===== config.mk =====
export PLATFORM = sky130hd
export DESIGN_NAME = slsled_top
export DESIGN_NICKNAME = d
export VERILOG_FILES = /design/src/verilog/slsled_pkg.sv /design/src/verilog/slsled_blink.sv /design/src/verilog/slsled_port_enc.sv /design/src/verilog/slsled_top.sv
export SDC_FILE = /design/constraint.sdc
export NUM_CORES = 1
export LEC_CHECK = 0
export ABC_CLOCK_PERIOD_IN_PS = 6000
export BUFFER_PORTS_ARGS = -buffer_cell sky130_fd_sc_hd__buf_2
export CAP_MARGIN = 40
export CORE_ASPECT_RATIO = 1.4
export CORE_MARGIN = 2
export CORE_UTILIZATION = 40
export CTS_CLUSTER_SIZE = 24
export DETAILED_ROUTE_END_ITERATION = 10
export GPL_TIMING_DRIVEN = 0
export SETUP_SLACK_MARGIN = 0.5
export SYNTH_ARGS = -nofsm -noshare
export SYNTH_HDL_FRONTEND = slang
export SYNTH_HIERARCHICAL = 1
export SYNTH_SLANG_ARGS = --single-unit

===== constraint.sdc =====
create_clock -name mclk -period 6 [get_ports mclk]
set_input_delay 0.3 -clock mclk [delete_from_list [all_inputs] [get_ports mclk]]
set_output_delay 0.3 -clock mclk [all_outputs]
set_load 0.005 [all_outputs]

===== src/verilog/slsled_pkg.sv =====
`default_nettype none

package slsled_pkg;

    // ----------------------------------------------------------------
    // Stream geometry and formats
    // ----------------------------------------------------------------
    localparam int NUM_PORTS = 8;
    localparam int GRP3_BITS = 3;
    localparam int GRP2_BITS = 2;
    localparam int FRAME_MAX = NUM_PORTS * GRP3_BITS;
    localparam int IDX_W = $clog2(FRAME_MAX);
    localparam logic [IDX_W-1:0] LAST3_IDX = IDX_W'(NUM_PORTS * GRP3_BITS - 1);
    localparam logic [IDX_W-1:0] LAST2_IDX = IDX_W'(NUM_PORTS * GRP2_BITS - 1);
    localparam logic [IDX_W-1:0] IDX_ZERO = 5'h00;
    localparam logic [IDX_W-1:0] IDX_ONE = 5'h01;

    localparam logic [1:0] FMT_PLAIN3 = 2'h0;
    localparam logic [1:0] FMT_TWO = 2'h1;
    localparam logic [1:0] FMT_BICOL = 2'h2;
    localparam logic [1:0] FMT_RSVD = 2'h3;

    // ----------------------------------------------------------------
    // Timing
    // ----------------------------------------------------------------
    localparam int CLK_FREQ_KHZ = 100000;
    localparam int BLINK_FAST_MS = 43;
    localparam int BLINK_SLOW_MS = 120;
    localparam int BLINK_FAST_CYC = BLINK_FAST_MS * CLK_FREQ_KHZ;
    localparam int BLINK_SLOW_CYC = BLINK_SLOW_MS * CLK_FREQ_KHZ;
    localparam int SHIFT_HALF_CYC = 5;

    // ----------------------------------------------------------------
    // Register map
    // ----------------------------------------------------------------
    localparam logic [3:0] REG_CTRL = 4'h0;
    localparam logic [3:0] REG_STATUS = 4'h4;
    localparam int CTRL_BLINK_BIT = 0;
    localparam int CTRL_EN_BIT = 1;
    localparam logic [1:0] CTRL_RESET = 2'h3;
    localparam int STAT_FMT_LSB = 0;
    localparam int STAT_CAUGHT_BIT = 2;
    localparam int STAT_RUN_BIT = 3;
    localparam int STAT_FCNT_LSB = 8;
    localparam int FCNT_W = 8;
    localparam logic [FCNT_W-1:0] FCNT_ONE = 8'h01;
    localparam logic [31:0] RDATA_ZERO = 32'h0000_0000;

    // ----------------------------------------------------------------
    // Types
    // ----------------------------------------------------------------
    typedef struct packed {
        logic [NUM_PORTS-1:0] link;
        logic [NUM_PORTS-1:0] spd100;
        logic [NUM_PORTS-1:0] fullDup;
        logic [NUM_PORTS-1:0] collision;
        logic [NUM_PORTS-1:0] activity;
    } slsled_stat_s;

    typedef struct packed {
        logic spd;
        logic lnk;
        logic col;
    } slsled_grp_s;

    typedef enum logic [1:0] {
        SER_IDLE = 2'b00,
        SER_SHIFT = 2'b01,
        SER_LATCH = 2'b10
    } slsled_ser_e;

endpackage

`default_nettype wire


===== src/verilog/slsled_blink.sv =====
`default_nettype none

module slsled_blink #(
    parameter int unsigned PERIOD_CYC = 100
) (
    input wire logic mclk,
    input wire logic rst,
    output logic phase
);
    localparam int CW = $clog2(PERIOD_CYC + 1);
    localparam logic [CW-1:0] CNT_LAST = CW'(PERIOD_CYC - 1);
    localparam logic [CW-1:0] CNT_ZERO = '0;

    logic [CW-1:0] cnt_ff;
    logic phase_ff;
    wire wrapNow = (cnt_ff == CNT_LAST);

    // Phase toggles once per blink period.
    always_ff @(posedge mclk)
    begin
        if (rst)
        begin
            cnt_ff <= CNT_ZERO;
            phase_ff <= 1'b0;
        end
        else if (wrapNow)
        begin
            cnt_ff <= CNT_ZERO;
            phase_ff <= ~phase_ff;
        end
        else
        begin
            cnt_ff <= cnt_ff + CW'(1);
        end
    end

    assign phase = phase_ff;

endmodule

`default_nettype wire


===== src/verilog/slsled_port_enc.sv =====
`default_nettype none

module slsled_port_enc
    import slsled_pkg::*;
(
    input wire logic [1:0] fmt,
    input wire logic link,
    input wire logic spd100,
    input wire logic fullDup,
    input wire logic collision,
    input wire logic activity,
    input wire logic blink,
    output slsled_pkg::slsled_grp_s grp
);
    wire bicol = (fmt == FMT_BICOL);
    wire linkOn = link & ~(activity & blink);
    wire lnkPlain = ~linkOn;
    wire lnkBicol = link & (spd100 ? linkOn : ~linkOn);
    wire spdBit = link ? ~spd100 : ~bicol;
    wire colBit = collision ? blink : ~fullDup;

    assign grp.col = colBit;
    assign grp.lnk = bicol ? lnkBicol : lnkPlain;
    assign grp.spd = spdBit;

endmodule

`default_nettype wire


===== src/verilog/slsled_top.sv =====
// What this block does
// - Latch format pins at reset: 3-bit, 2-bit, bi-colour.
// - 3-bit groups: collision/duplex, link/activity, speed.
// - 2-bit groups: speed first, then link/activity.
// - Ports sent in order, port zero to seven.
// - All bits active low except the bi-colour link/speed pair.
// - Collision/duplex low full duplex, high half.
// - Collision makes collision/duplex blink at period.
// - Plain 3-bit: link/activity low while linked.
// - Bi-colour pair: none, 100Mb/s, 10Mb/s codes.
// - Traffic makes link/activity blink at period.
// - Speed low at 100Mb/s, high at 10Mb/s.
// - Blink select zero gives 120 ms period.
// - Speed bit never follows blink period select.
`default_nettype none

module slsled_top
    import slsled_pkg::*;
#(
    parameter int unsigned BLINK_FAST_CYCLES = BLINK_FAST_CYC,
    parameter int unsigned BLINK_SLOW_CYCLES = BLINK_SLOW_CYC,
    parameter int unsigned SHIFT_HALF_CYCLES = SHIFT_HALF_CYC
) (
    input wire logic mclk,
    input wire logic rst,
    input wire logic [3:0] address,
    input wire logic read,
    input wire logic write,
    input wire logic [31:0] writedata,
    input wire logic [3:0] byteenable,
    output logic [31:0] readdata,
    output logic waitrequest,
    input wire logic [1:0] ledFormatSelect,
    input wire slsled_pkg::slsled_stat_s portStat,
    output logic ledShiftClk,
    output logic ledData,
    output logic ledFrame
);
    import slsled_pkg::*;

    localparam int DW = $clog2(SHIFT_HALF_CYCLES + 1);
    localparam logic [DW-1:0] DIV_LAST = DW'(SHIFT_HALF_CYCLES - 1);
    localparam logic [DW-1:0] DIV_ZERO = '0;

    // ----------------------------------------------------------------
    // State
    // ----------------------------------------------------------------
    logic [1:0] fmt_ff;
    logic caught_ff;
    logic [1:0] ctrl_ff;
    logic [31:0] readdata_ff;
    logic waitrequest_ff;
    logic [DW-1:0] div_ff;
    slsled_ser_e ser_ff;
    slsled_ser_e nxt_ser;
    logic [IDX_W-1:0] bitIdx_ff;
    logic [IDX_W-1:0] nxt_bitIdx;
    logic [FRAME_MAX-1:0] snap_ff;
    logic shiftClk_ff;
    logic nxt_shiftClk;
    logic data_ff;
    logic nxt_data;
    logic frame_ff;
    logic nxt_frame;
    logic [FCNT_W-1:0] fcnt_ff;

    // ----------------------------------------------------------------
    // Format capture
    // ----------------------------------------------------------------
    wire [1:0] fmtMapped = (ledFormatSelect == FMT_RSVD) ?
        FMT_PLAIN3 : ledFormatSelect;

    // The pins are taken on the first edge after reset release and then
    // held until the next reset.
    always_ff @(posedge mclk)
    begin
        if (rst)
        begin
            fmt_ff <= FMT_PLAIN3;
            caught_ff <= 1'b0;
        end
        else if (!caught_ff)
        begin
            fmt_ff <= fmtMapped;
            caught_ff <= 1'b1;
        end
    end

    wire twoBit = (fmt_ff == FMT_TWO);
    wire [IDX_W-1:0] lastIdx = twoBit ? LAST2_IDX : LAST3_IDX;

    // ----------------------------------------------------------------
    // Blink sources
    // ----------------------------------------------------------------
    logic blinkFast;
    logic blinkSlow;

    slsled_blink #(
        .PERIOD_CYC(BLINK_FAST_CYCLES)
    ) u_blink_fast (
        .mclk(mclk),
        .rst(rst),
        .phase(blinkFast)
    );

    slsled_blink #(
        .PERIOD_CYC(BLINK_SLOW_CYCLES)
    ) u_blink_slow (
        .mclk(mclk),
        .rst(rst),
        .phase(blinkSlow)
    );

    wire blinkPeriodSelect = ctrl_ff[CTRL_BLINK_BIT];
    wire streamEnable = ctrl_ff[CTRL_EN_BIT];
    wire blinkPhase = blinkPeriodSelect ? blinkFast : blinkSlow;

    // ----------------------------------------------------------------
    // Per-port encoding and frame assembly
    // ----------------------------------------------------------------
    slsled_grp_s grp [NUM_PORTS];
    logic [FRAME_MAX-1:0] frame3;
    logic [FRAME_MAX-1:0] frame2;

    genvar gp;
    generate
        for (gp = 0; gp < NUM_PORTS; gp = gp + 1)
        begin : g_port
            slsled_port_enc u_enc (
                .fmt(fmt_ff),
                .link(portStat.link[gp]),
                .spd100(portStat.spd100[gp]),
                .fullDup(portStat.fullDup[gp]),
                .collision(portStat.collision[gp]),
                .activity(portStat.activity[gp]),
                .blink(blinkPhase),
                .grp(grp[gp])
            );
            // Lower index leaves first, so port zero leads the frame.
            assign frame3[gp*GRP3_BITS +: GRP3_BITS] =
                {grp[gp].spd, grp[gp].lnk, grp[gp].col};
            assign frame2[gp*GRP2_BITS +: GRP2_BITS] =
                {grp[gp].lnk, grp[gp].spd};
        end
        for (gp = NUM_PORTS * GRP2_BITS; gp < FRAME_MAX; gp = gp + 1)
        begin : g_pad
            assign frame2[gp] = 1'b1;
        end
    endgenerate

    wire [FRAME_MAX-1:0] frameNow = twoBit ? frame2 : frame3;

    // ----------------------------------------------------------------
    // Shift rate divider
    // ----------------------------------------------------------------
    wire tick = (div_ff == DIV_LAST);

    always_ff @(posedge mclk)
    begin
        if (rst || tick)
        begin
            div_ff <= DIV_ZERO;
        end
        else
        begin
            div_ff <= div_ff + DW'(1);
        end
    end

    // ----------------------------------------------------------------
    // Serialiser
    // ----------------------------------------------------------------
    wire atLast = (bitIdx_ff == lastIdx);
    wire startFrame = tick && (ser_ff == SER_IDLE) && streamEnable &&
        caught_ff;
    wire [IDX_W-1:0] idxInc = bitIdx_ff + IDX_ONE;

    // Data changes while the shift clock is low and is sampled by the
    // external registers on its rising edge; the frame marker follows
    // the last rising edge for one half period.
    always_comb
    begin
        nxt_ser = ser_ff;
        nxt_bitIdx = bitIdx_ff;
        nxt_shiftClk = shiftClk_ff;
        nxt_data = data_ff;
        nxt_frame = frame_ff;
        if (tick)
        begin
            case (ser_ff)
                SER_IDLE:
                begin
                    nxt_shiftClk = 1'b0;
                    nxt_frame = 1'b0;
                    if (streamEnable && caught_ff)
                    begin
                        nxt_ser = SER_SHIFT;
                        nxt_bitIdx = IDX_ZERO;
                        nxt_data = frameNow[0];
                    end
                end
                SER_SHIFT:
                begin
                    if (!shiftClk_ff)
                    begin
                        nxt_shiftClk = 1'b1;
                    end
                    else if (atLast)
                    begin
                        nxt_shiftClk = 1'b0;
                        nxt_frame = 1'b1;
                        nxt_ser = SER_LATCH;
                    end
                    else
                    begin
                        nxt_shiftClk = 1'b0;
                        nxt_bitIdx = idxInc;
                        nxt_data = snap_ff[idxInc];
                    end
                end
                SER_LATCH:
                begin
                    nxt_frame = 1'b0;
                    nxt_ser = SER_IDLE;
                end
                default:
                begin
                    nxt_ser = SER_IDLE;
                    nxt_shiftClk = 1'b0;
                    nxt_frame = 1'b0;
                end
            endcase
        end
    end

    always_ff @(posedge mclk)
    begin
        if (rst)
        begin
            ser_ff <= SER_IDLE;
            bitIdx_ff <= IDX_ZERO;
            shiftClk_ff <= 1'b0;
            data_ff <= 1'b1;
            frame_ff <= 1'b0;
        end
        else
        begin
            ser_ff <= nxt_ser;
            bitIdx_ff <= nxt_bitIdx;
            shiftClk_ff <= nxt_shiftClk;
            data_ff <= nxt_data;
            frame_ff <= nxt_frame;
        end
    end

    // The frame is frozen at its start so that one frame never mixes two
    // blink phases or two status samples.
    always_ff @(posedge mclk)
    begin
        if (rst)
        begin
            snap_ff <= '1;
        end
        else if (startFrame)
        begin
            snap_ff <= frameNow;
        end
    end

    always_ff @(posedge mclk)
    begin
        if (rst)
        begin
            fcnt_ff <= '0;
        end
        else if (tick && (ser_ff == SER_LATCH))
        begin
            fcnt_ff <= fcnt_ff + FCNT_ONE;
        end
    end

    assign ledShiftClk = shiftClk_ff;
    assign ledData = data_ff;
    assign ledFrame = frame_ff;

    // ----------------------------------------------------------------
    // Avalon-MM slave
    // ----------------------------------------------------------------
    wire reqValid = read | write;
    wire answerNow = reqValid && !waitrequest_ff;
    wire hitCtrl = (address == REG_CTRL);
    wire hitStatus = (address == REG_STATUS);
    wire ctrlWrite = answerNow && write && hitCtrl && byteenable[0];

    logic [31:0] statusWord;
    always_comb
    begin
        statusWord = RDATA_ZERO;
        statusWord[STAT_FMT_LSB +: 2] = fmt_ff;
        statusWord[STAT_CAUGHT_BIT] = caught_ff;
        statusWord[STAT_RUN_BIT] = (ser_ff != SER_IDLE);
        statusWord[STAT_FCNT_LSB +: FCNT_W] = fcnt_ff;
    end

    wire [31:0] ctrlWord = {30'h0000_0000, ctrl_ff};
    wire [31:0] readMux = hitCtrl ? ctrlWord :
        (hitStatus ? statusWord : RDATA_ZERO);

    // One wait state: waitrequest drops for exactly one cycle per request.
    always_ff @(posedge mclk)
    begin
        if (rst)
        begin
            waitrequest_ff <= 1'b1;
            readdata_ff <= RDATA_ZERO;
        end
        else
        begin
            waitrequest_ff <= ~(reqValid && waitrequest_ff);
            if (read && waitrequest_ff)
            begin
                readdata_ff <= readMux;
            end
        end
    end

    always_ff @(posedge mclk)
    begin
        if (rst)
        begin
            ctrl_ff <= CTRL_RESET;
        end
        else if (ctrlWrite)
        begin
            ctrl_ff <= writedata[1:0];
        end
    end

    assign readdata = readdata_ff;
    assign waitrequest = waitrequest_ff;

endmodule

`default_nettype wire


==> results, run 1 <==
- The dominant synthesized flop cell is sky130_fd_sc_hd__dfxtp_1.
- Setup slack on the worst reg-to-reg path comes out at 3.38 ns.
- The number of warning messages in the yosys log is 6.
- The startpoint of the worst hold path is write.
- The number of port buffers is 68.
- The type of destination of the critical path is a register.
- The share of flip-flops with an asynchronous set or reset is 0.
- After routing, the total negative slack on setup checks comes to 0 ns.
- The clock period minus worst slack is 2.62 ns.
- The via density per instance is 5.24.
- In the final layout, the share of cells above drive strength 1 is 0.184.
- The largest stage delay on the critical path is 0.56 ns.
- The leakage power summed over all cells is 2.64 nW.
- The total number of vias is 5234.
- Counting instances, the worst hold path has a depth of 2.
- The H-tree generated during clock tree synthesis spans 3 levels.
- The count of pins on the block boundary is 122.
- The aggregate global-route resource usage is 0.181.
- The maximum vdd drop is 127 µV.
- The flow ran to the end, and the final reports show no timing, DRC or antenna violations.
- The number of global-route vias before repair is 4966.
- The region available for standard cell placement spans 14300 µm².
- The worst path meets setup with 3.38 ns of slack.
- In this run, synthesis produced a sequential element count of 112.
- At the end of routability-driven placement, the weighted congestion stood at 0.844.
- Counting every instance in the synthesized netlist gives 706.
- On the final layout, the worst clock skew is 0.00767 ns.
- The startpoint identified for the worst register-to-register timing path is bitIdx_ff[0].
- The data required time at the worst endpoint is 6.24 ns.
- The post-cts gate resize count is 0.
- The kind of cell adding the most delay to the critical path is multiplexers.
- The biggest area contributor in the post-synthesis netlist is sky130_fd_sc_hd__dfxtp_1.
- The transition time of the tightest slew-check pin is 0.888 ns.
- In this run the critical register-to-register path is captured at ledData.
- The tree is rooted in a sky130_fd_sc_hd__clkbuf_16.
- The total clock sinks is 112.
- In the final routed layout, each cell accounts on average for 14.0 µm.
- The final count of pins violating max slew is 0.
- The synthesized design contains 0 enable-type register cells.
- TritonCTS built the clock tree.
- Together, buffers and inverters on the worst path number 0.
- In the finished design, the share of the clock period the worst path needs comes to 0.436.
- The floorplan step set the die width to 106 µm.
- The later pin in the worst-skew pair is clocked with a latency of 0.35 ns.
- STA puts the critical path data arrival time at 2.85 ns.
- In the synthesized netlist, the cells that appear most often are sky130_fd_sc_hd__dfxtp_1, sky130_fd_sc_hd__nor2_1, sky130_fd_sc_hd__nand2_1.
- Max-cap violations in this run came to 0.
- The most common cell in the netlist is sky130_fd_sc_hd__dfxtp_1.
- The clock buffer count from CTS is 9.
- The floorplan has 52 rows.
- The die is 147 µm tall.
- For this run, the post-layout net count is 896.
- Post-CTS timing repair inserted 0 buffers for setup.
- The number of hold violations in the final report is 0.
- The initial core utilization is 0.406.
- The largest fanout on the critical path is 7.
- Clock-pin slew was measured on the worst setup and hold paths at 0.08 ns.
- The die area is 15500 µm².
- The tightest min-delay check is of the in2reg type.
- The worst max-slew margin expressed relative to the limit is 0.407.
- Detailed placement ended at an HPWL of 10300 µm.
- The combined area of all synthesized cells is 5820 µm².
- The worst slack on hold paths is 0.161 ns.
- After detailed routing, the total wire length is 13900 µm.
- Of the post-synthesis cell area, the dominant cell type holds 0.386.
- Setup repair after global routing left no endpoint under its margin.
- The first TritonRoute pass finished after 4 iterations.
- Sorting the synthesized cells by area gives the leading types as sky130_fd_sc_hd__dfxtp_1, sky130_fd_sc_hd__nor2_1, sky130_fd_sc_hd__buf_4.
- Global routing finished with a remaining overflow of 0.
- Relative to the synthesized area, the layout overhead comes to 16.3%.
- The number of buffers between clock root and the deepest sink is 2.
- The worst hold path endpoint is waitrequest.
- Setup violations remaining at the end of the flow were counted as 0.
- Of the synthesized area, sequential elements account for 0.386.
- The antenna diode instance count is 0.
- In this run the remaining antenna-violating nets after routing total 0.
- The power density over cell area is 219 nW/µm².
- The worst setup slack before clock tree synthesis is 3.37 ns.
- STA classifies the critical path startpoint as a register.
- By startpoint and endpoint, the worst setup path is classified as reg2reg.
- The number of antenna violations at the first check in global routing is 0.
- The signal on the critical path passes through ha_1 > xnor2_1 > mux4_2 > mux2_2 > a311oi_1 > o21ai_1.
- The highest clock frequency the design can meet is 382 MHz.
- The number of cells on the worst reg-to-reg path is 6.
- The pin count of the biggest net entering global routing is 25.
- The average cell area after synthesis is 8.24 µm².
- The number of buffers inserted for hold repair after clock tree synthesis is 0.
- The cell with the largest stage delay on the worst path is sky130_fd_sc_hd__mux4_2.
- The starting DRC count in detailed routing is 206.
- After detailed routing, the number of remaining DRC violations is 0.
- The first global-routing pass estimated 23100 µm of wire.
- After synthesis, the netlist uses 59 different library cells.
final cells by class:
class / count / area (µm²)
multi-input combinational: 533 / 3180
timing repair buffer: 68 / 340
inverter: 15 / 56.3
clock inverter: 6 / 58.8
clock buffer: 10 / 239
sequential: 112 / 2240
buffer: 65 / 409
tap: 189 / 236
fill: 1434 / 7550
how the worst max path moves through the flow:
stage | cells after the start | from | slack [ns] | end
after global placement | 6 | bitIdx_ff[0] | 3.40 | ledData
after floorplan | 6 | bitIdx_ff[0] | 3.78 | ledData
after global routing | 6 | bitIdx_ff[0] | 3.21 | ledData
after CTS | 6 | bitIdx_ff[0] | 3.35 | ledData
final | 6 | bitIdx_ff[0] | 3.38 | ledData
after detailed placement | 6 | bitIdx_ff[0] | 3.37 | ledData
power by group:
group / leakage (nW) / internal (mW) / switching (mW) / total [mW]
registers: 0.906 / 0.752 / 0.0114 / 0.764
logic: 1.59 / 0.0528 / 0.0618 / 0.115
clock network: 0.145 / 0.304 / 0.298 / 0.602
total: 2.64 / 1.11 / 0.371 / 1.48
layout by cell type, fill, tap and decap left out, types with 6 or more instances in the layout:
cell                          n
sky130_fd_sc_hd__ha_1         6
sky130_fd_sc_hd__nand4_1     13
sky130_fd_sc_hd__or3_1       16
sky130_fd_sc_hd__nand3b_1     9
sky130_fd_sc_hd__mux2i_1     13
sky130_fd_sc_hd__and2_1       8
sky130_fd_sc_hd__buf_4       40
sky130_fd_sc_hd__a21oi_1     48
sky130_fd_sc_hd__buf_2       74
sky130_fd_sc_hd__inv_1       15
sky130_fd_sc_hd__dfxtp_1    112
sky130_fd_sc_hd__a22oi_1     10
sky130_fd_sc_hd__o311ai_0    14
sky130_fd_sc_hd__nand3_1     29
sky130_fd_sc_hd__or4_1        9
sky130_fd_sc_hd__clkbuf_1    17
sky130_fd_sc_hd__conb_1      20
sky130_fd_sc_hd__nand2_1     62
sky130_fd_sc_hd__o21ai_0     34
sky130_fd_sc_hd__nand2b_1     9
sky130_fd_sc_hd__nor3_1      15
sky130_fd_sc_hd__o31ai_1      8
sky130_fd_sc_hd__clkbuf_16    9
sky130_fd_sc_hd__nor2_1     107
sky130_fd_sc_hd__and4_1       9
sky130_fd_sc_hd__a31oi_1      8
sky130_fd_sc_hd__xnor2_1     16
sky130_fd_sc_hd__xor2_1      19
logic make-up (layout without fill, tap and decap cells):
kind of cell | Yosys count | in the layout | share of synthesized area
simple gates | 313 | 313 | 0.273
compound gates | 139 | 139 | 0.148
xor+xnor | 35 | 35 | 0.0527
other cells | 1 | 20 | 0.000645
fa+ha+maj | 6 | 6 | 0.0129
flops | 112 | 112 | 0.386
mux | 20 | 20 | 0.0469
buf+inv | 80 | 164 | 0.0800
state kept, by name, indices dropped and copies added (netlist names), 2 cells and up:
| name | count |
|---|---|
| bitIdx_ff | 5 |
| ctrl_ff | 2 |
| div_ff | 3 |
| fcnt_ff | 8 |
| fmt_ff | 2 |
| readdata | 12 |
| ser_ff | 2 |
| snap_ff | 24 |
| u_blink_fast/cnt_ff | 23 |
| u_blink_slow/cnt_ff | 24 |
per-stage QoR:
step | total power, mW | std cells | cell area, µm² | util
final | 1.48 | 998 | 6760 | 0.472
after global routing | 1.54 | 998 | 6760 | 0.472
after CTS | 1.50 | 998 | 6760 | 0.472
after detailed placement | 0.896 | 982 | 6460 | 0.452
after global placement | 0.892 | 982 | 6460 | 0.452
after floorplan | 0.850 | 725 | 5890 | -
per-layer routing:
layer  global-route usage  share of wire  vias to the layer above
met5                    0              0                        -
met4               0.0559          0.019                        0
met3               0.0304          0.030                       20
met2                0.323           0.50                       92
met1                0.220           0.45                     2457
li1                     -              -                     2665
Power figures use the tool's default switching activity.
==> run 2, diff against run 1 <==
--- a/config.mk
+++ b/config.mk
@@ -5,7 +5,8 @@
 export SDC_FILE = /design/constraint.sdc
 export NUM_CORES = 1
 export LEC_CHECK = 0
-export ABC_CLOCK_PERIOD_IN_PS = 6000
+export ABC_AREA = 1
+export ABC_CLOCK_PERIOD_IN_PS = 2300
 export BUFFER_PORTS_ARGS = -buffer_cell sky130_fd_sc_hd__buf_2
 export CAP_MARGIN = 40
 export CORE_ASPECT_RATIO = 1.4
==> constraint.sdc (replaced) <==
create_clock -name mclk -period 2.3 [get_ports mclk]
set_input_delay 0.115 -clock mclk [delete_from_list [all_inputs] [get_ports mclk]]
set_output_delay 0.115 -clock mclk [all_outputs]
set_load 0.005 [all_outputs]
==> run 2 against run 1 <==
Global-route usage up 0.083 points. Via count up 14%. Synthesized cell count is 39% higher. Cell count up 29%. Wire length is 8.3% higher. Area after synthesis grew 11%. Hold slack got worse by 0.090 ns. Clock-buffer cell count down 1. Sequential power increased to 2.7 times the previous value. Clock skew is essentially flat. Sequential cell count unchanged. Register-to-register slack lost 2.7 ns.
==> results, run 2 <==
- The run finished with clean final reports.
- The number of nets in the layout is 1177.
- Entering global routing, the biggest net connects 20 pins.
- The final count of pins violating max slew came to 0.
- The count of flip-flops with a built-in enable after synthesis is 0.
- Yosys mapped the design onto 43 distinct sky130hd cell types.
- The number of cells on the worst reg-to-reg path is 9.
- The fraction of final layout cells with drive strength greater than 1 is 0.183.
- The fraction of the yosys area taken by sequential cells is 0.347.
- Summing over every cut layer, the via total after detailed routing is 5965.
- The clock net in this run drives a total of 112 sinks.
- The clock period minus worst slack is 1.65 ns.
- The cell sitting at the root of the clock tree is a sky130_fd_sc_hd__clkbuf_16.
- Based on the critical path, the design can be clocked at up to 606 MHz.
- For this block, the initial DRC count from the detailed router was 249.
- The total instance count after detailed placement is 1269.
- The floorplan step defined a die boundary enclosing 17200 µm².
- The number of H-tree branching levels is 3.
- The largest registers in the layout are snap_ff (24), u_blink_slow/cnt_ff (24), u_blink_fast/cnt_ff (23).
- The worst hold path stage count is 2.
- Of all flip-flops after synthesis, the portion carrying an async set or reset was 0.
- The number of port buffers is 68.
- The share of the clock period used by the worst path after layout is 0.717.
- The largest total area in the synthesized netlist belongs to sky130_fd_sc_hd__dfxtp_1.
- Of all nets on the critical path, the largest fanout is 17.
- The HPWL after detailed placement is 11900 µm.
- Once detail routing completed, the nets flagged for antenna violations numbered 0.
- The switching power share of the total is 0.257.
- Counting instances in the post-synthesis netlist gives the leading cell types as sky130_fd_sc_hd__nand2_1, sky130_fd_sc_hd__nor2_1, sky130_fd_sc_hd__inv_1.
- Leaving out fill and tap cells, the most frequent cell in the layout is sky130_fd_sc_hd__nand2_1.
- The global-route wire length before repair is 25700 µm.
- The width of the die is 111 µm.
- Measured along the y axis, the die boundary spans 154 µm.
- The core area is 16000 µm².
- The count of non-filler cells in the finished layout is 1290.
- In the post-synthesis netlist, the biggest area contributors are sky130_fd_sc_hd__dfxtp_1, sky130_fd_sc_hd__nand2_1, sky130_fd_sc_hd__nor2_1.
- The pre-antenna-repair detailed-routing pass consisted of 4 iterations.
- Setup total negative slack on the finished layout was measured at 0 ns.
- For the worst-skew pair, the clock arrives at the later sink with an insertion delay of 0.35 ns.
- The placed instances occupy a cell area of 7130 µm².
- The logic gate share of total power is 0.111.
- The number of antenna violations at the first check in global routing came to 1.
- The net switching component of the power is 1.05 mW.
- Routability-driven placement finished with a final weighted congestion of 0.849.
- Of the post-synthesis cell area, the dominant cell type holds 0.347.
- For this design the ratio of total power to cell area is 545 nW/µm².
- The row count is 55.
- The worst max-slew margin expressed relative to the limit is 0.539.
- Across the run, the number of max-cap violations was 0.
- The leakage power summed over all cells is 3.39 nW.
- The number of global-route vias before repair is 5580.
- The clock tree from TritonCTS is done.
- In this run, CTS created clock tree buffers numbering 9.
- Global routing finished with a remaining overflow of 0.
- STA classifies the critical path endpoint as a register.
- The routed wirelength normalized by instance count is 11.7 µm.
- The register bit count reported by yosys is 112.
- The via density per instance is 4.62.
- The average cell area after synthesis is 6.58 µm².
- The count of pins on the block boundary is 122.
- After technology mapping, the gate count stands at 983.
- After detailed routing, the number of remaining DRC violations is 0.
- The number of warning messages in the yosys log is 6.
- Data on the critical path arrives at its endpoint at 1.85 ns.
- The kind of critical path is reg2reg.
- Among all flip-flop cells after synthesis, the most frequent one is sky130_fd_sc_hd__dfxtp_1.
- The aggregate global-route resource usage is 0.182.
- The internal power is 3.04 mW.
- The total setup violations reported at the end of the flow is 0.
- The element type at the critical path start is a register.
- At the pin with the least slew margin, the transition time is 0.692 ns.
- The data required time at the worst endpoint is 2.50 ns.
- The tightest min-delay check is of the in2reg type.
- The sequential share of power is 0.495.
- By instance count, the leading cell after synthesis is sky130_fd_sc_hd__nand2_1.
- Setup repair after global routing could not meet its margin everywhere.
- Overall power consumption after layout is estimated at 4.09 mW.
- The number of buffers between clock root and the deepest sink is 2.
- The number of hold violations in the final report is 0.
- After detailed routing, the total wire length is 15100 µm.
- The area growth from synthesis to layout is 16.1%.
- The worst-case IR drop observed on VDD is 482 µV.
- The clock tree skew after final layout is 0.00804 ns.
- Of the total power, the clock network draws 0.393.
- The post-route cell area is 7510 µm².
- The initial core utilization is 0.405.
- The mapped netlist covers 6470 µm².
- The clock-pin slew of the registers on the worst-case setup and hold paths is 0.08 ns.
- The layout has 1745 filler cells.
- The library cells used most frequently in the layout, excluding fill and tap cells, are sky130_fd_sc_hd__nand2_1, sky130_fd_sc_hd__nor2_1, sky130_fd_sc_hd__inv_1.
-- run 2: layer usage --
metal	wire length, µm	global-route usage
met1	6460	0.212
met2	7790	0.337
met3	458	0.0235
met4	409	0.0670
met5	0	0
-- run 2: cells by family after synthesis --
group	count (synthesis)	synth area share
AOI/OAI and AO/OA	132	0.120
xor gates and xnor gates	27	0.0366
adders and majority gates	6	0.0116
buffers and inverters	201	0.145
DFF	112	0.347
other	1	0.000580
and+or+nand+nor	504	0.340
-- run 2: worst paths after layout --
path | from | to | slack [ns]
min reg2reg | u_blink_slow/cnt_ff[0] | u_blink_slow/cnt_ff[0] | 0.45
max | fmt_ff[1] | bitIdx_ff[1] | 0.65
min | rst | fmt_ff[0] | 0.07
max reg2reg | fmt_ff[1] | bitIdx_ff[1] | 0.65
-- run 2: final cells by class --
| class | count | area, µm² | area share |
|---|---|---|---|
| multi-input cells | 689 | 3380 | 0.450 |
| plain buffers | 59 | 404 | 0.0538 |
| inverters | 142 | 536 | 0.0713 |
| clock inverters | 7 | 78.8 | 0.0105 |
| flip-flops and latches | 112 | 2250 | 0.300 |
| clock buffers | 9 | 225 | 0.0300 |
| well taps | 199 | 249 | 0.0332 |
| diodes | 1 | 2.50 | 0.000333 |
| repair buffers | 72 | 380 | 0.0507 |
-- run 2: repair_timing --
| item | in CTS | in global routing |
|---|---|---|
| resized for setup | 4 | 8 |
| hold buffers | 4 | 0 |
| buffers inserted | 0 | 0 |
| endpoints found under the hold margin | 3 | 0 |
| pin swaps | 0 | 0 |
| setup endpoints to repair | 30 | 31 |
-- run 2: power groups by stage --
stage | combinational, mW | sequential [mW] | clock (mW)
3_3_place_gp | 0.448 | 2.07 | 0
3_5_place_dp | 0.451 | 2.07 | 0
6_report | 0.455 | 2.03 | 1.61
5_1_grt | 0.519 | 2.04 | 1.75
2_1_floorplan | 0.304 | 2.06 | 0
4_1_cts | 0.458 | 2.03 | 1.66
-- run 2: worst max-delay path, stage by stage, from the launching register on --
cell                      delay (ns)
sky130_fd_sc_hd__dfxtp_4        0.46
sky130_fd_sc_hd__inv_2          0.08
sky130_fd_sc_hd__nand2_1        0.23
sky130_fd_sc_hd__inv_2          0.13
sky130_fd_sc_hd__nand2_1        0.10
sky130_fd_sc_hd__nand4_1        0.12
sky130_fd_sc_hd__nand3_4        0.18
sky130_fd_sc_hd__inv_2          0.07
sky130_fd_sc_hd__nand3_1        0.07
sky130_fd_sc_hd__a21oi_1        0.07
-- run 2: through the flow --
| step | hold slack, ns | util | setup slack (ns) |
|---|---|---|---|
| after detailed placement | 0.340 | 0.446 | 0.208 |
| after global placement | 0.338 | 0.446 | 0.231 |
| after floorplan | 0.193 | - | 0.769 |
| after CTS | 0.0643 | 0.468 | 0.518 |
| final | 0.0715 | 0.470 | 0.651 |
| after global routing | 0.0938 | 0.470 | 0.493 |
==> run 3, diff against run 2 <==
--- a/config.mk
+++ b/config.mk
@@ -5,8 +5,8 @@
 export SDC_FILE = /design/constraint.sdc
 export NUM_CORES = 1
 export LEC_CHECK = 0
-export ABC_AREA = 1
-export ABC_CLOCK_PERIOD_IN_PS = 2300
+export ABC_AREA = 0
+export ABC_CLOCK_PERIOD_IN_PS = 1700
 export BUFFER_PORTS_ARGS = -buffer_cell sky130_fd_sc_hd__buf_2
 export CAP_MARGIN = 40
 export CORE_ASPECT_RATIO = 1.4
==> constraint.sdc (replaced) <==
create_clock -name mclk -period 1.7 [get_ports mclk]
set_input_delay 0.085 -clock mclk [delete_from_list [all_inputs] [get_ports mclk]]
set_output_delay 0.085 -clock mclk [all_outputs]
set_load 0.005 [all_outputs]
==> run 3 against run 2 <==
The flow now finishes with violations (negative setup slack). Global-route usage grew 3.6 points. Hold slack got worse by 0.054 ns. Clock power grew 32%. Maximum frequency down 17%. Utilization is 13 points higher. Clock skew is 0.0037 ns higher. Sequential cell count did not move. Clock-buffer cell count unchanged. Non-clock buffer count up 69. Sequential power up 33%. Register-to-register slack worse by 0.94 ns. Critical endpoint is now ledData. Largest cell class unchanged. Largest power group unchanged. Highest routed layer unchanged.
==> results, run 3 (same netlist as run 1, synthesis figures left out) <==
- The leakage power summed over all cells is 3.24 nW.
- The floorplan step defined a die boundary enclosing 15500 µm².
- The share of the clock period used by the worst path after layout is 1.17.
- The largest fanout on the critical path is 5.
- The die is 147 µm tall.
- Clock skew on the completed layout was measured at 0.0118 ns.
- The final reports fail on negative setup slack.
- The detailed router finished its first iteration with 280 violations.
- The tightest hold path in the finished design has a slack of 0.0180 ns.
- The worst-case IR drop observed on VDD is 469 µV.
- The count of pins on the block boundary is 122.
- The highest clock frequency the design can meet is 503 MHz.
- The worst hold path belongs to the class in2reg.
- The number of nets in the layout is 965.
- The core region is 14300 µm².
- The number of clock buffers added by TritonCTS is 9.
- TritonCTS built the clock tree.
- Clock tree synthesis found a total of 112 sinks.
- The worst setup path is launched from a register.
- The data required time at the worst endpoint is 1.94 ns.
- The total setup violations reported at the end of the flow is 34.
- In this run the tool buffered the top-level ports with 68 buffer cells.
- For this design, the slowest cell found on the critical path is sky130_fd_sc_hd__mux4_2.
- The largest stage delay on the critical path is 0.49 ns.
- The number of hold violations in the final report is 0.
- The post-route core utilization is 0.601.
- The via density per instance is 5.37.
- The area added between synthesis and finish is 47.8%.
- The count of nets left with antenna violations once routing finished came out at 0.
- The total number of vias is 5732.
- The worst max-slew margin expressed relative to the limit is 0.586.
- The run finished, with violations left.
- The fraction of final layout cells with drive strength greater than 1 is 0.454.
- The longest clock path from root to sink contains 2 buffers.
- For this configuration, the core starts out at a cell density of 0.406.
- The number of antenna diodes in the final layout is 0.
- The tool flagged a number of max-cap violations equal to 0.
- The clock-pin slew of the registers on the worst-case setup and hold paths is 0.08 ns.
- The worst-skew pair later-pin latency is 0.35 ns.
- Across every metal layer, demand over resource in global routing totals 0.217.
- The worst register-to-register path has a setup slack of -0.29 ns.
- The largest registers in the layout are snap_ff (24), u_blink_slow/cnt_ff (24), u_blink_fast/cnt_ff (23).
- The kind of critical path is reg2reg.
- Setup repair after global routing could not meet its margin everywhere.
- The first-pass detailed-route iteration total is 5.
- The residual DRC count is 0.
- Dividing total power by cell area gives a power density of 635 nW/µm².
- The final count of pins violating max slew is 0.
- The library cells used most frequently in the layout, excluding fill and tap cells, are sky130_fd_sc_hd__nor2_1, sky130_fd_sc_hd__dfxtp_1, sky130_fd_sc_hd__buf_2.
- The congestion estimate from routability-driven global placement came to 0.807.
- In this run the number of H-tree levels came out at 3.
- The number of global-route vias before repair was 5565.
- The number of antenna violations at the first check in global routing was 0.
- STA puts the critical path data arrival time at 2.23 ns.
- The type of destination of the critical path is a register.
- The leading cell type in the layout, fill and taps excluded is sky130_fd_sc_hd__nor2_1.
- The cell sitting at the root of the clock tree is a sky130_fd_sc_hd__clkbuf_16.
- Entering global routing, the biggest net connects 22 pins.
- The total power after layout is 5.46 mW.
- Walking the worst path, the cells encountered are ha_4 > buf_8 > mux4_2 > mux2_4 > a311oi_2 > o21ai_1.
- The final global-route overflow total is 0.
- The width of the die is 106 µm.
- The global-route wire length before repair is 27200 µm.
- The HPWL after detailed placement is 10400 µm.
- Counting I/O delays and the setup requirement, the final critical path takes 1.99 ns.
- The transition time of the tightest slew-check pin is 0.621 ns.
- The row count is 52.
- The routed wirelength normalized by instance count is 16.3 µm.
- The post-layout worst setup margin is -0.290 ns.
- The total length of routed wires is 17300 µm.
## run 3: path summary, 6_finish.rpt
check	startpoint	to	cells after the start
setup / recovery	bitIdx_ff[0]	ledData	6
hold / removal	rst	u_blink_slow/phase	2
setup reg to reg	bitIdx_ff[0]	ledData	6
hold reg to reg	u_blink_slow/cnt_ff[0]	u_blink_slow/cnt_ff[0]	1
## run 3: layout make-up
cell class                      count  area (µm²)
Buffer                             65         584
Inverter                           15        56.3
Multi-Input combinational cell    535        4100
Timing Repair Buffer              135        1020
Tap cell                          189         236
Clock buffer                        9         225
Fill cell                        1235        5720
Sequential cell                   112        2310
Clock inverter                      7        66.3
## run 3: power breakdown
part | switching (mW) | leakage (nW) | internal [mW]
combinational | 0.334 | 2.17 | 0.309
sequential | 0.0388 | 0.923 | 2.65
clock | 1.09 | 0.145 | 1.04
## run 3: layer usage
metal	track usage	routed length, µm	vias up
met2	0.397	9250	121
met3	0.0321	673	25
met5	0	0	-
met1	0.261	7120	2789
li1	-	-	2797
met4	0.0638	298	0
## run 3: critical path, delay by kind of cell, from the launching register on
kind	cells	cell delay, ns
flip-flops	1	0.36
multiplexers	2	0.79
buffers and inverters	1	0.11
adder cells (fa/ha/maj)	1	0.26
AO/OA/AOI/OAI	2	0.35
## run 3: stage by stage
stage                     area (µm²)  setup WS (ns)  std cells  TNS (ns)
after CTS                       8030         -0.302       1049     -7.16
after floorplan                 6260         -0.240        725     -3.75
after global placement          6830         -0.473        982     -9.88
final                           8600         -0.290       1067     -7.50
after global routing            8600         -0.354       1067     -9.82
after detailed placement        6830         -0.457        982     -9.92
## run 3: repair_timing
item / 4_1_cts / 5_1_grt
hold buffers: 5 / 0
setup endpoints to repair: 105 / 95
cloned: 7 / 1
pin swaps: 31 / 36
hold endpoints to repair: 4 / 0
resized for setup: 112 / 104
setup buffers: 39 / 17
